File: src/logic/cra_pkg.sv
// Function
// - Hard reset loads every non-sticky bit with its default value.
// - Sticky bits keep their state across a hard reset.
// - Read-only bits follow hardware; software writes change nothing.
// - Write-only bits store nothing; a write fires a hardware event pulse.
// - Read/write bits store the written value and read it back.
// - Clear-on-read bits return their value, then clear because of the read.
// - Clear-on-read writable bits clear after a read and accept writes.
// - Write-one-clear bits clear where one is written; zero does nothing.
// - Write-zero-clear bits clear where zero is written; one does nothing.
// - Write-one-set bits set where one is written; hardware clears them.
// - Write-zero-set bits set where zero is written; hardware clears them.
// - Lockable bits act read/write until hardware or the lock bit locks them.
// - Write-once bits take the first write after reset, then read-only.
// - Write-once freezing is tracked per byte lane, not per field.
// - Restricted-write fields ignore writes of unsupported values.
// - Lock-attributed bits become read-only once the lock bit is set.
// - Multi-byte fields are little-endian: low byte at lowest address.
// - Registers reachable by conventional and enhanced configuration access.
// - Own bus number comes from the maximum bus range and socket number.
// - Reserved locations complete normally, read zero, ignore writes.
// - Only the power-good reset returns sticky bits to their defaults.
package cra_pkg;
  localparam int CRA_DW = 32;
  localparam int CRA_AW = 12;
  localparam int CRA_IW = 10;
  // Dword indexes of the implemented registers (byte address 0x40..0x4C)
  localparam logic [9:0] CRA_IDX_CTRL = 10'h010;
  localparam logic [9:0] CRA_IDX_STAT = 10'h011;
  localparam logic [9:0] CRA_IDX_CMD = 10'h012;
  localparam logic [9:0] CRA_IDX_ONCE = 10'h013;
  // Byte lanes of the fields; lane n holds address offset n
  localparam int CRA_LN_RW = 0;
  localparam int CRA_LN_RRW = 1;
  localparam int CRA_LN_LOCK = 2;
  localparam int CRA_LN_RWL = 3;
  localparam int CRA_LN_RO = 0;
  localparam int CRA_LN_W1C = 1;
  localparam int CRA_LN_W0C = 2;
  localparam int CRA_LN_RC = 3;
  localparam int CRA_LN_W1S = 0;
  localparam int CRA_LN_W0S = 1;
  localparam int CRA_LN_WO = 2;
  localparam int CRA_LN_RCW = 3;
  localparam int CRA_LN_ONCE0 = 0;
  localparam int CRA_LN_ONCE1 = 1;
  localparam int CRA_LN_LFLD = 3;
  localparam int CRA_LOCK_BIT = 0;
  // Reset values
  localparam logic [7:0] CRA_RW_RST = 8'h00;
  localparam logic [7:0] CRA_RRW_RST = 8'h01;
  localparam logic [7:0] CRA_RWL_RST = 8'h00;
  localparam logic [7:0] CRA_STAT_RST = 8'h00;
  localparam logic [7:0] CRA_CMD_RST = 8'h00;
  localparam logic [15:0] CRA_ONCE_RST = 16'h0000;
  localparam logic [7:0] CRA_LFLD_RST = 8'h00;
  // Highest value the restricted field supports
  localparam logic [7:0] CRA_RRW_MAX = 8'h04;
  // Decoding of the own configuration address
  localparam logic [7:0] CRA_BUS_TOP = 8'hFF;
  localparam logic [4:0] CRA_OWN_DEV = 5'h00;
  localparam logic [2:0] CRA_OWN_FUNC = 3'h0;
endpackage : cra_pkg

File: src/logic/cra_cfg_decode.sv
`timescale 1ns/10ps
module cra_cfg_decode (
  // Request address
  input wire logic enhanced_in,
  input wire logic [7:0] bus_in,
  input wire logic [4:0] dev_in,
  input wire logic [2:0] func_in,
  input wire logic [cra_pkg::CRA_AW-1:0] addr_in,
  // Bus numbering
  input wire logic [1:0] max_bus_range_in,
  input wire logic [2:0] socket_id_in,
  // Decode result
  output logic hit_out,
  output logic [cra_pkg::CRA_IW-1:0] index_out,
  output logic [7:0] own_bus_out
);
  import cra_pkg::*;

  // Each range step halves the bus space; sockets count down from the top
  assign own_bus_out = (CRA_BUS_TOP >> max_bus_range_in) - {5'h00, socket_id_in};
  // The conventional mechanism only reaches the first 256 bytes
  assign index_out = enhanced_in ? addr_in[11:2] : {4'h0, addr_in[7:2]};
  assign hit_out = (bus_in == own_bus_out) && (dev_in == CRA_OWN_DEV)
                   && (func_in == CRA_OWN_FUNC);
endmodule : cra_cfg_decode

File: src/logic/cra_config_regs.sv
`timescale 1ns/10ps
module cra_config_regs (
  // Clock, resets, enable
  input wire logic clk_in,
  input wire logic resetn_in,
  input wire logic hard_resetn_in,
  input wire logic ce_in,
  // Configuration access
  input wire logic cfg_req_in,
  input wire logic cfg_write_in,
  input wire logic cfg_enhanced_in,
  input wire logic [7:0] cfg_bus_in,
  input wire logic [4:0] cfg_dev_in,
  input wire logic [2:0] cfg_func_in,
  input wire logic [cra_pkg::CRA_AW-1:0] cfg_addr_in,
  input wire logic [3:0] cfg_byte_en_in,
  input wire logic [cra_pkg::CRA_DW-1:0] cfg_wdata_in,
  output logic cfg_ack_out,
  output logic cfg_hit_out,
  output logic [cra_pkg::CRA_DW-1:0] cfg_rdata_out,
  // Bus numbering
  input wire logic [1:0] max_bus_range_in,
  input wire logic [2:0] socket_id_in,
  // Hardware side
  input wire logic [7:0] hw_status_in,
  input wire logic [7:0] hw_event_in,
  input wire logic [7:0] hw_done_in,
  input wire logic hw_lock_in,
  output logic [7:0] write_event_trigger_out,
  output logic [7:0] ctrl_rw_out,
  output logic [7:0] restricted_write_out,
  output logic [7:0] lockable_readwrite_out,
  output logic config_lock_out,
  output logic [7:0] write_one_set_out,
  output logic [7:0] write_zero_set_out,
  output logic [15:0] write_once_bit_out,
  output logic [7:0] lock_field_out
);
  import cra_pkg::*;

  function automatic logic [7:0] set_clear(input logic [7:0] q, input logic [7:0] set,
                                           input logic [7:0] clr);
    // Set is applied last so a coincident event survives the clear
    set_clear = (q & ~clr) | set;
  endfunction : set_clear

  function automatic logic [7:0] lane(input logic [31:0] d, input int n);
    lane = d[8*n+:8];
  endfunction : lane

  logic hit;
  logic [CRA_IW-1:0] idx;
  logic wr, rd, wr_ctrl, wr_stat, wr_cmd, wr_once, rd_stat, rd_cmd;
  logic [31:0] rd_word;
  logic [7:0] rw_field, rrw_field, rwl_field, w1c_field, w0c_field, rc_field;
  logic [7:0] w1s_field, w0s_field, rcw_field, lfld, wo_pulse;
  logic [15:0] once_field, once_done;
  logic lock, ack, ack_hit;
  logic [31:0] rdata;
  logic [7:0] next_rw_field, next_rrw_field, next_rwl_field, next_w1c_field;
  logic [7:0] next_w0c_field, next_rc_field, next_w1s_field, next_w0s_field;
  logic [7:0] next_rcw_field, next_lfld, next_wo_pulse;
  logic [15:0] next_once_field, next_once_done, once_take;
  logic next_lock, next_ack, next_ack_hit;
  logic [31:0] next_rdata;

  cra_cfg_decode u_decode (
    .enhanced_in(cfg_enhanced_in),
    .bus_in(cfg_bus_in),
    .dev_in(cfg_dev_in),
    .func_in(cfg_func_in),
    .addr_in(cfg_addr_in),
    .max_bus_range_in(max_bus_range_in),
    .socket_id_in(socket_id_in),
    .hit_out(hit),
    .index_out(idx),
    .own_bus_out()
  );

  // Requests are ignored while the hard reset is held
  assign wr = cfg_req_in && cfg_write_in && hit && hard_resetn_in;
  assign rd = cfg_req_in && !cfg_write_in && hit && hard_resetn_in;
  assign wr_ctrl = wr && (idx == CRA_IDX_CTRL);
  assign wr_stat = wr && (idx == CRA_IDX_STAT);
  assign wr_cmd = wr && (idx == CRA_IDX_CMD);
  assign wr_once = wr && (idx == CRA_IDX_ONCE);
  assign rd_stat = rd && (idx == CRA_IDX_STAT);
  assign rd_cmd = rd && (idx == CRA_IDX_CMD);

  always_comb
  begin
    rd_word = 32'h0000_0000;
    unique case (idx)
      CRA_IDX_CTRL: rd_word = {rwl_field, 7'h00, lock, rrw_field, rw_field};
      CRA_IDX_STAT: rd_word = {rc_field, w0c_field, w1c_field, hw_status_in};
      CRA_IDX_CMD: rd_word = {rcw_field, 8'h00, w0s_field, w1s_field};
      CRA_IDX_ONCE: rd_word = {lfld, 8'h00, once_field};
      default: rd_word = 32'h0000_0000;
    endcase
    // Lanes not enabled read as zero
    for (int n = 0; n < 4; n++)
      if (!cfg_byte_en_in[n])
        rd_word[8*n+:8] = 8'h00;
  end

  always_comb
  begin
    next_ack = cfg_req_in && hard_resetn_in;
    next_ack_hit = rd || wr;
    next_rdata = rdata;
    if (cfg_req_in && hard_resetn_in)
      next_rdata = rd ? rd_word : 32'h0000_0000;
    next_rw_field = rw_field;
    next_rrw_field = rrw_field;
    next_rwl_field = rwl_field;
    next_lock = lock;
    next_rcw_field = rcw_field;
    next_lfld = lfld;
    next_once_field = once_field;
    next_once_done = once_done;
    next_wo_pulse = 8'h00;
    if (wr_ctrl && cfg_byte_en_in[CRA_LN_RW])
      next_rw_field = lane(cfg_wdata_in, CRA_LN_RW);
    if (wr_ctrl && cfg_byte_en_in[CRA_LN_RRW]
        && lane(cfg_wdata_in, CRA_LN_RRW) <= CRA_RRW_MAX)
      next_rrw_field = lane(cfg_wdata_in, CRA_LN_RRW);
    // The lock bit itself can only be set; it falls with a reset
    if (wr_ctrl && cfg_byte_en_in[CRA_LN_LOCK])
      next_lock = lock | cfg_wdata_in[8*CRA_LN_LOCK+CRA_LOCK_BIT];
    if (wr_ctrl && cfg_byte_en_in[CRA_LN_RWL] && !lock && !hw_lock_in)
      next_rwl_field = lane(cfg_wdata_in, CRA_LN_RWL);
    next_w1c_field = set_clear(w1c_field, hw_event_in,
      (wr_stat && cfg_byte_en_in[CRA_LN_W1C]) ? lane(cfg_wdata_in, CRA_LN_W1C) : 8'h00);
    next_w0c_field = set_clear(w0c_field, hw_event_in,
      (wr_stat && cfg_byte_en_in[CRA_LN_W0C]) ? ~lane(cfg_wdata_in, CRA_LN_W0C) : 8'h00);
    next_rc_field = set_clear(rc_field, hw_event_in,
      (rd_stat && cfg_byte_en_in[CRA_LN_RC]) ? 8'hFF : 8'h00);
    // Software set beats a coincident hardware clear so a request is not dropped
    next_w1s_field = set_clear(w1s_field,
      (wr_cmd && cfg_byte_en_in[CRA_LN_W1S]) ? lane(cfg_wdata_in, CRA_LN_W1S) : 8'h00,
      hw_done_in);
    next_w0s_field = set_clear(w0s_field,
      (wr_cmd && cfg_byte_en_in[CRA_LN_W0S]) ? ~lane(cfg_wdata_in, CRA_LN_W0S) : 8'h00,
      hw_done_in);
    if (wr_cmd && cfg_byte_en_in[CRA_LN_WO])
      next_wo_pulse = lane(cfg_wdata_in, CRA_LN_WO);
    if (wr_cmd && cfg_byte_en_in[CRA_LN_RCW])
      next_rcw_field = lane(cfg_wdata_in, CRA_LN_RCW);
    else if (rd_cmd && cfg_byte_en_in[CRA_LN_RCW])
      next_rcw_field = 8'h00;
    // Each byte lane freezes on its own first write
    once_take = {{8{wr_once && cfg_byte_en_in[CRA_LN_ONCE1]}},
                 {8{wr_once && cfg_byte_en_in[CRA_LN_ONCE0]}}} & ~once_done;
    next_once_field = (once_field & ~once_take) | (cfg_wdata_in[15:0] & once_take);
    next_once_done = once_done | once_take;
    if (wr_once && cfg_byte_en_in[CRA_LN_LFLD] && !lock)
      next_lfld = lane(cfg_wdata_in, CRA_LN_LFLD);
    if (!hard_resetn_in)
    begin
      // The write-one-clear field is sticky: it keeps its bits here and still takes hardware events
      next_rw_field = CRA_RW_RST;
      next_rrw_field = CRA_RRW_RST;
      next_rwl_field = CRA_RWL_RST;
      next_lock = 1'b0;
      next_w0c_field = CRA_STAT_RST;
      next_rc_field = CRA_STAT_RST;
      next_w1s_field = CRA_CMD_RST;
      next_w0s_field = CRA_CMD_RST;
      next_rcw_field = CRA_CMD_RST;
      next_wo_pulse = 8'h00;
      next_once_field = CRA_ONCE_RST;
      next_once_done = 16'h0000;
      next_lfld = CRA_LFLD_RST;
      next_w1c_field = w1c_field | hw_event_in;
    end
  end

  always_ff @(posedge clk_in or negedge resetn_in)
  begin
    if (!resetn_in)
    begin
      ack <= 1'b0;
      ack_hit <= 1'b0;
      rdata <= 32'h0000_0000;
      rw_field <= CRA_RW_RST;
      rrw_field <= CRA_RRW_RST;
      rwl_field <= CRA_RWL_RST;
      lock <= 1'b0;
      w1c_field <= CRA_STAT_RST;
      w0c_field <= CRA_STAT_RST;
      rc_field <= CRA_STAT_RST;
      w1s_field <= CRA_CMD_RST;
      w0s_field <= CRA_CMD_RST;
      rcw_field <= CRA_CMD_RST;
      wo_pulse <= 8'h00;
      once_field <= CRA_ONCE_RST;
      once_done <= 16'h0000;
      lfld <= CRA_LFLD_RST;
    end
    else if (ce_in)
    begin
      ack <= next_ack;
      ack_hit <= next_ack_hit;
      rdata <= next_rdata;
      rw_field <= next_rw_field;
      rrw_field <= next_rrw_field;
      rwl_field <= next_rwl_field;
      lock <= next_lock;
      w1c_field <= next_w1c_field;
      w0c_field <= next_w0c_field;
      rc_field <= next_rc_field;
      w1s_field <= next_w1s_field;
      w0s_field <= next_w0s_field;
      rcw_field <= next_rcw_field;
      wo_pulse <= next_wo_pulse;
      once_field <= next_once_field;
      once_done <= next_once_done;
      lfld <= next_lfld;
    end
  end

  // A frozen clock enable would stretch the pulse, so it is qualified here
  assign cfg_ack_out = ack && ce_in;
  assign cfg_hit_out = ack_hit;
  assign cfg_rdata_out = rdata;
  assign write_event_trigger_out = ce_in ? wo_pulse : 8'h00;
  assign ctrl_rw_out = rw_field;
  assign restricted_write_out = rrw_field;
  assign lockable_readwrite_out = rwl_field;
  assign config_lock_out = lock;
  assign write_one_set_out = w1s_field;
  assign write_zero_set_out = w0s_field;
  assign write_once_bit_out = once_field;
  assign lock_field_out = lfld;

  logic go;
  assign go = ce_in && hard_resetn_in;
endmodule : cra_config_regs

File: config.mk
export PLATFORM = sky130hd
export DESIGN_NAME = cra_config_regs
export DESIGN_NICKNAME = d
export VERILOG_FILES = /design/src/logic/cra_pkg.sv /design/src/logic/cra_cfg_decode.sv /design/src/logic/cra_config_regs.sv
export SDC_FILE = /design/constraint.sdc
export NUM_CORES = 1
export LEC_CHECK = 0
export CAP_MARGIN = 10
export CORE_MARGIN = 2
export CORE_UTILIZATION = 58
export CTS_BUF_LIST = sky130_fd_sc_hd__clkbuf_16
export DETAILED_ROUTE_END_ITERATION = 12
export DONT_BUFFER_PORTS = 1
export PLACE_DENSITY = 0.8
export SYNTH_ARGS = -nofsm -noshare
export SYNTH_HDL_FRONTEND = slang
export SYNTH_SLANG_ARGS = --single-unit
File: constraint.sdc
create_clock -name clk_in -period 3.9 [get_ports clk_in]
set_input_delay 0.39 -clock clk_in [delete_from_list [all_inputs] [get_ports clk_in]]
set_output_delay 0.39 -clock clk_in [all_outputs]
set_load 0.02 [all_outputs]
==> run summary <==
Worst Tran Pin Value: 1230 ps
Cell area after synthesis: 0.00760 mm2
Core ar.: 0.0127 mm2
DRT iter0 DRCs: 867
Number of top-level pins: 208
Post-CTS Setup Inserts: 0
Initial DRT Pass Iterations: 5
Synth top area cells: dfrtp_1 51%, mux4_2 7.1%, nand2_1 6.5%, o21ai_0 4.8%, mux2i_1 3.3%
Clock Pin Slew Worst Setup and Hold Paths: 60 ps
Die height: 118 um
Failing checks: hold timing
Number of synthesized flops with an enable pin: 0
Max reg flops: 32
Vias in the first global route: 6,113
Critical Path AT: 2620 ps
CTS tree: built
Period utilization: 0.602
Initial antenna violation count: 0
Post-DRT Antenna Nets: 0
Hold Slack: -343 ps
Most common cell after layout, fill and taps aside: dfrtp_1
Largest net degree at the start of global routing: 156
Final Skew: 6.38 ps
Vias/cell: 6.96
Slowest stage cell on the critical path: a2111o_2
Hold Path Class: in -> async
RSZ-0062 raised after global routing: false
GPL Wtd Cong: 0.876
Pwr Total: 3.74 mW
Via count: 6,057
Worst setup EP type: flip-flop
Post-CTS Resized: 0
Relative slew margins: 0.177
Ys async rst share: 1.00
Synth area leader: dfrtp_1
CTS Buffer Depth: 2
Most frequent cells in the layout: 154 x dfrtp_1, 132 x nand2_1, 73 x o21ai_0, 54 x inv_1, 25 x mux2i_1
Finished Core Util: 0.651
Cell family with most CP delay: compound AO/OA/AOI/OAI gates
Cell variety after synth: 48
WP buf/inv: 0
Area Overhead vs Synth: 8.97%
Worst endpoint required time: 4170 ps
Post-DP HPWL: 15.1 mm
Num CTS Buffers: 17
Cell row count: 41
Grt ovf: 0
Finished Layout Cells: 870
TNS Setup: 0 ps
Sequential area share after synthesis: 0.510
Routed WL: 22.0 mm
Dpl cells: 838
Minimum clock period: 2350 ps
Predominant post-synthesis flop cell: dfrtp_1
Wire per inst: 25.3 um
Max frequency: 426 MHz
# Max-Cap Violations: 0
Clk sinks: 155
Layout cell share with drive strength beyond 1: 0.138
Top-area cell type share of the netlist area: 0.507
CP Cell Sequence: and3b_1 -> o21ai_1 -> a2111o_2 -> or2_1 -> o221ai_2
CP max FO: 34
Final setup viols: 0
First-pass GRT wire length: 34.8 mm
Starting Density: 0.597
Final max-slew violation count: 0
Critical Path Start Type: primary input
Clock latency on the worst-skew pair: 420 ps
Tot GR Track Use: 0.322
# DRC: 0
Flop and latch count out of synthesis: 155
VDD IR-drop max: 0.349 mV
Die area: 0.0140 mm2
Yosys Warn Count: 0
Syn nets: 803
IO buf count: 0
Final #Nets: 786
Synth Instances: 702
Crit Path Class: in -> reg
N_diodes: 0
Root Buffer: clkbuf_16
Chip width: 118 um
Max incr delay on CP: 860 ps
Lkg Pwr: 3.46 nW
Status: complete, but fails checks
Power Density: 451 mW/mm2
Post-Syn Area per Cell: 10.8 um2
Final Hold Viols: 155
H-tree levels: 4
==> synthesized netlist by cell type (all sizes together), types with 3 or more instances <==
cell and count:
nor4b 4, a21oi 17, inv 54, o31ai 15
nand3 8, and3 10, o211ai 18, and2 8
nand4 9, clkbuf 29, nor4 20, mux2i 26
o21ai 74, buf 12, mux4 24, o21a 16
nand2 132, a22o 16, nor3 4, o221ai 18
xor2 3, dfrtp 154, nor2 9
==> worst reg2reg max path, cell delays in order, from the launching register on <==
cell and delay [ps]:
dfrtp_1 520, nand4b_1 560, or2_1 600, o221ai_2 250
==> routing by layer <==
metal | routed length (um) | vias up | track usage
li1 | - | 2495 | -
met1 | 7860 | 3067 | 0.413
met2 | 10700 | 436 | 0.509
met3 | 2740 | 59 | 0.114
met4 | 679 | 0 | 0.115
met5 | 0 | - | 0
==> per-stage QoR <==
step	setup WS, ps	cell area (um2)
final	1550	8280
after global routing	1430	8280
after CTS	1540	8280
after detailed placement	1110	7660
after global placement	1190	7660
after floorplan	1840	7600
==> cell type report <==
type                    instances  area, um2
clock inverters                15        198
flip-flops and latches        155       3880
fillers                      1005       4440
repair buffers                  5       37.5
multi-input cells             450       3320
inverters                      56        210
clock buffers                  17        425
well taps                     172        215
==> logic make-up (layout without fill, tap and decap cells) <==
group	after synthesis	after routing	share of synthesized area
AO/OA/AOI/OAI	184	184	0.173
AND/OR/NAND/NOR	213	213	0.154
buffers and inverters	97	93	0.0533
multiplexers	50	50	0.106
XOR/XNOR	3	3	0.00346
flip-flops	155	155	0.510
==> report_power, final <==
part / switching [mW] / internal, mW
clock: 0.680 / 1.07
combinational: 0.123 / 0.104
sequential: 0.102 / 1.66
==> path summary, 6_finish.rpt <==
| path | startpoint | endpoint | slack [ps] | cells past startpoint |
|---|---|---|---|---|
| worst max-delay path | cfg_bus_in[6] | lock_field_out[7]$_DFFE_PN0P_ | 1550 | 5 |
| worst min-delay path | resetn_in | cfg_rdata_out[24]$_DFFE_PN0P_ | -340 | 0 |
| worst max register to register | config_lock_out$_DFFE_PN0P_ | lock_field_out[7]$_DFFE_PN0P_ | 1890 | 3 |
| worst min register to register | ack$_DFFE_PN0P_ | ack$_DFFE_PN0P_ | 500 | 1 |
| max in group asynchronous | resetn_in | restricted_write_out[0]$_DFFE_PN1P_ | 3990 | 0 |
| min in group clk_in | cfg_wdata_in[15] | write_zero_set_out[7]$_DFFE_PN0P_ | 70 | 1 |
Note: power is estimated with default switching activity, not from simulation.
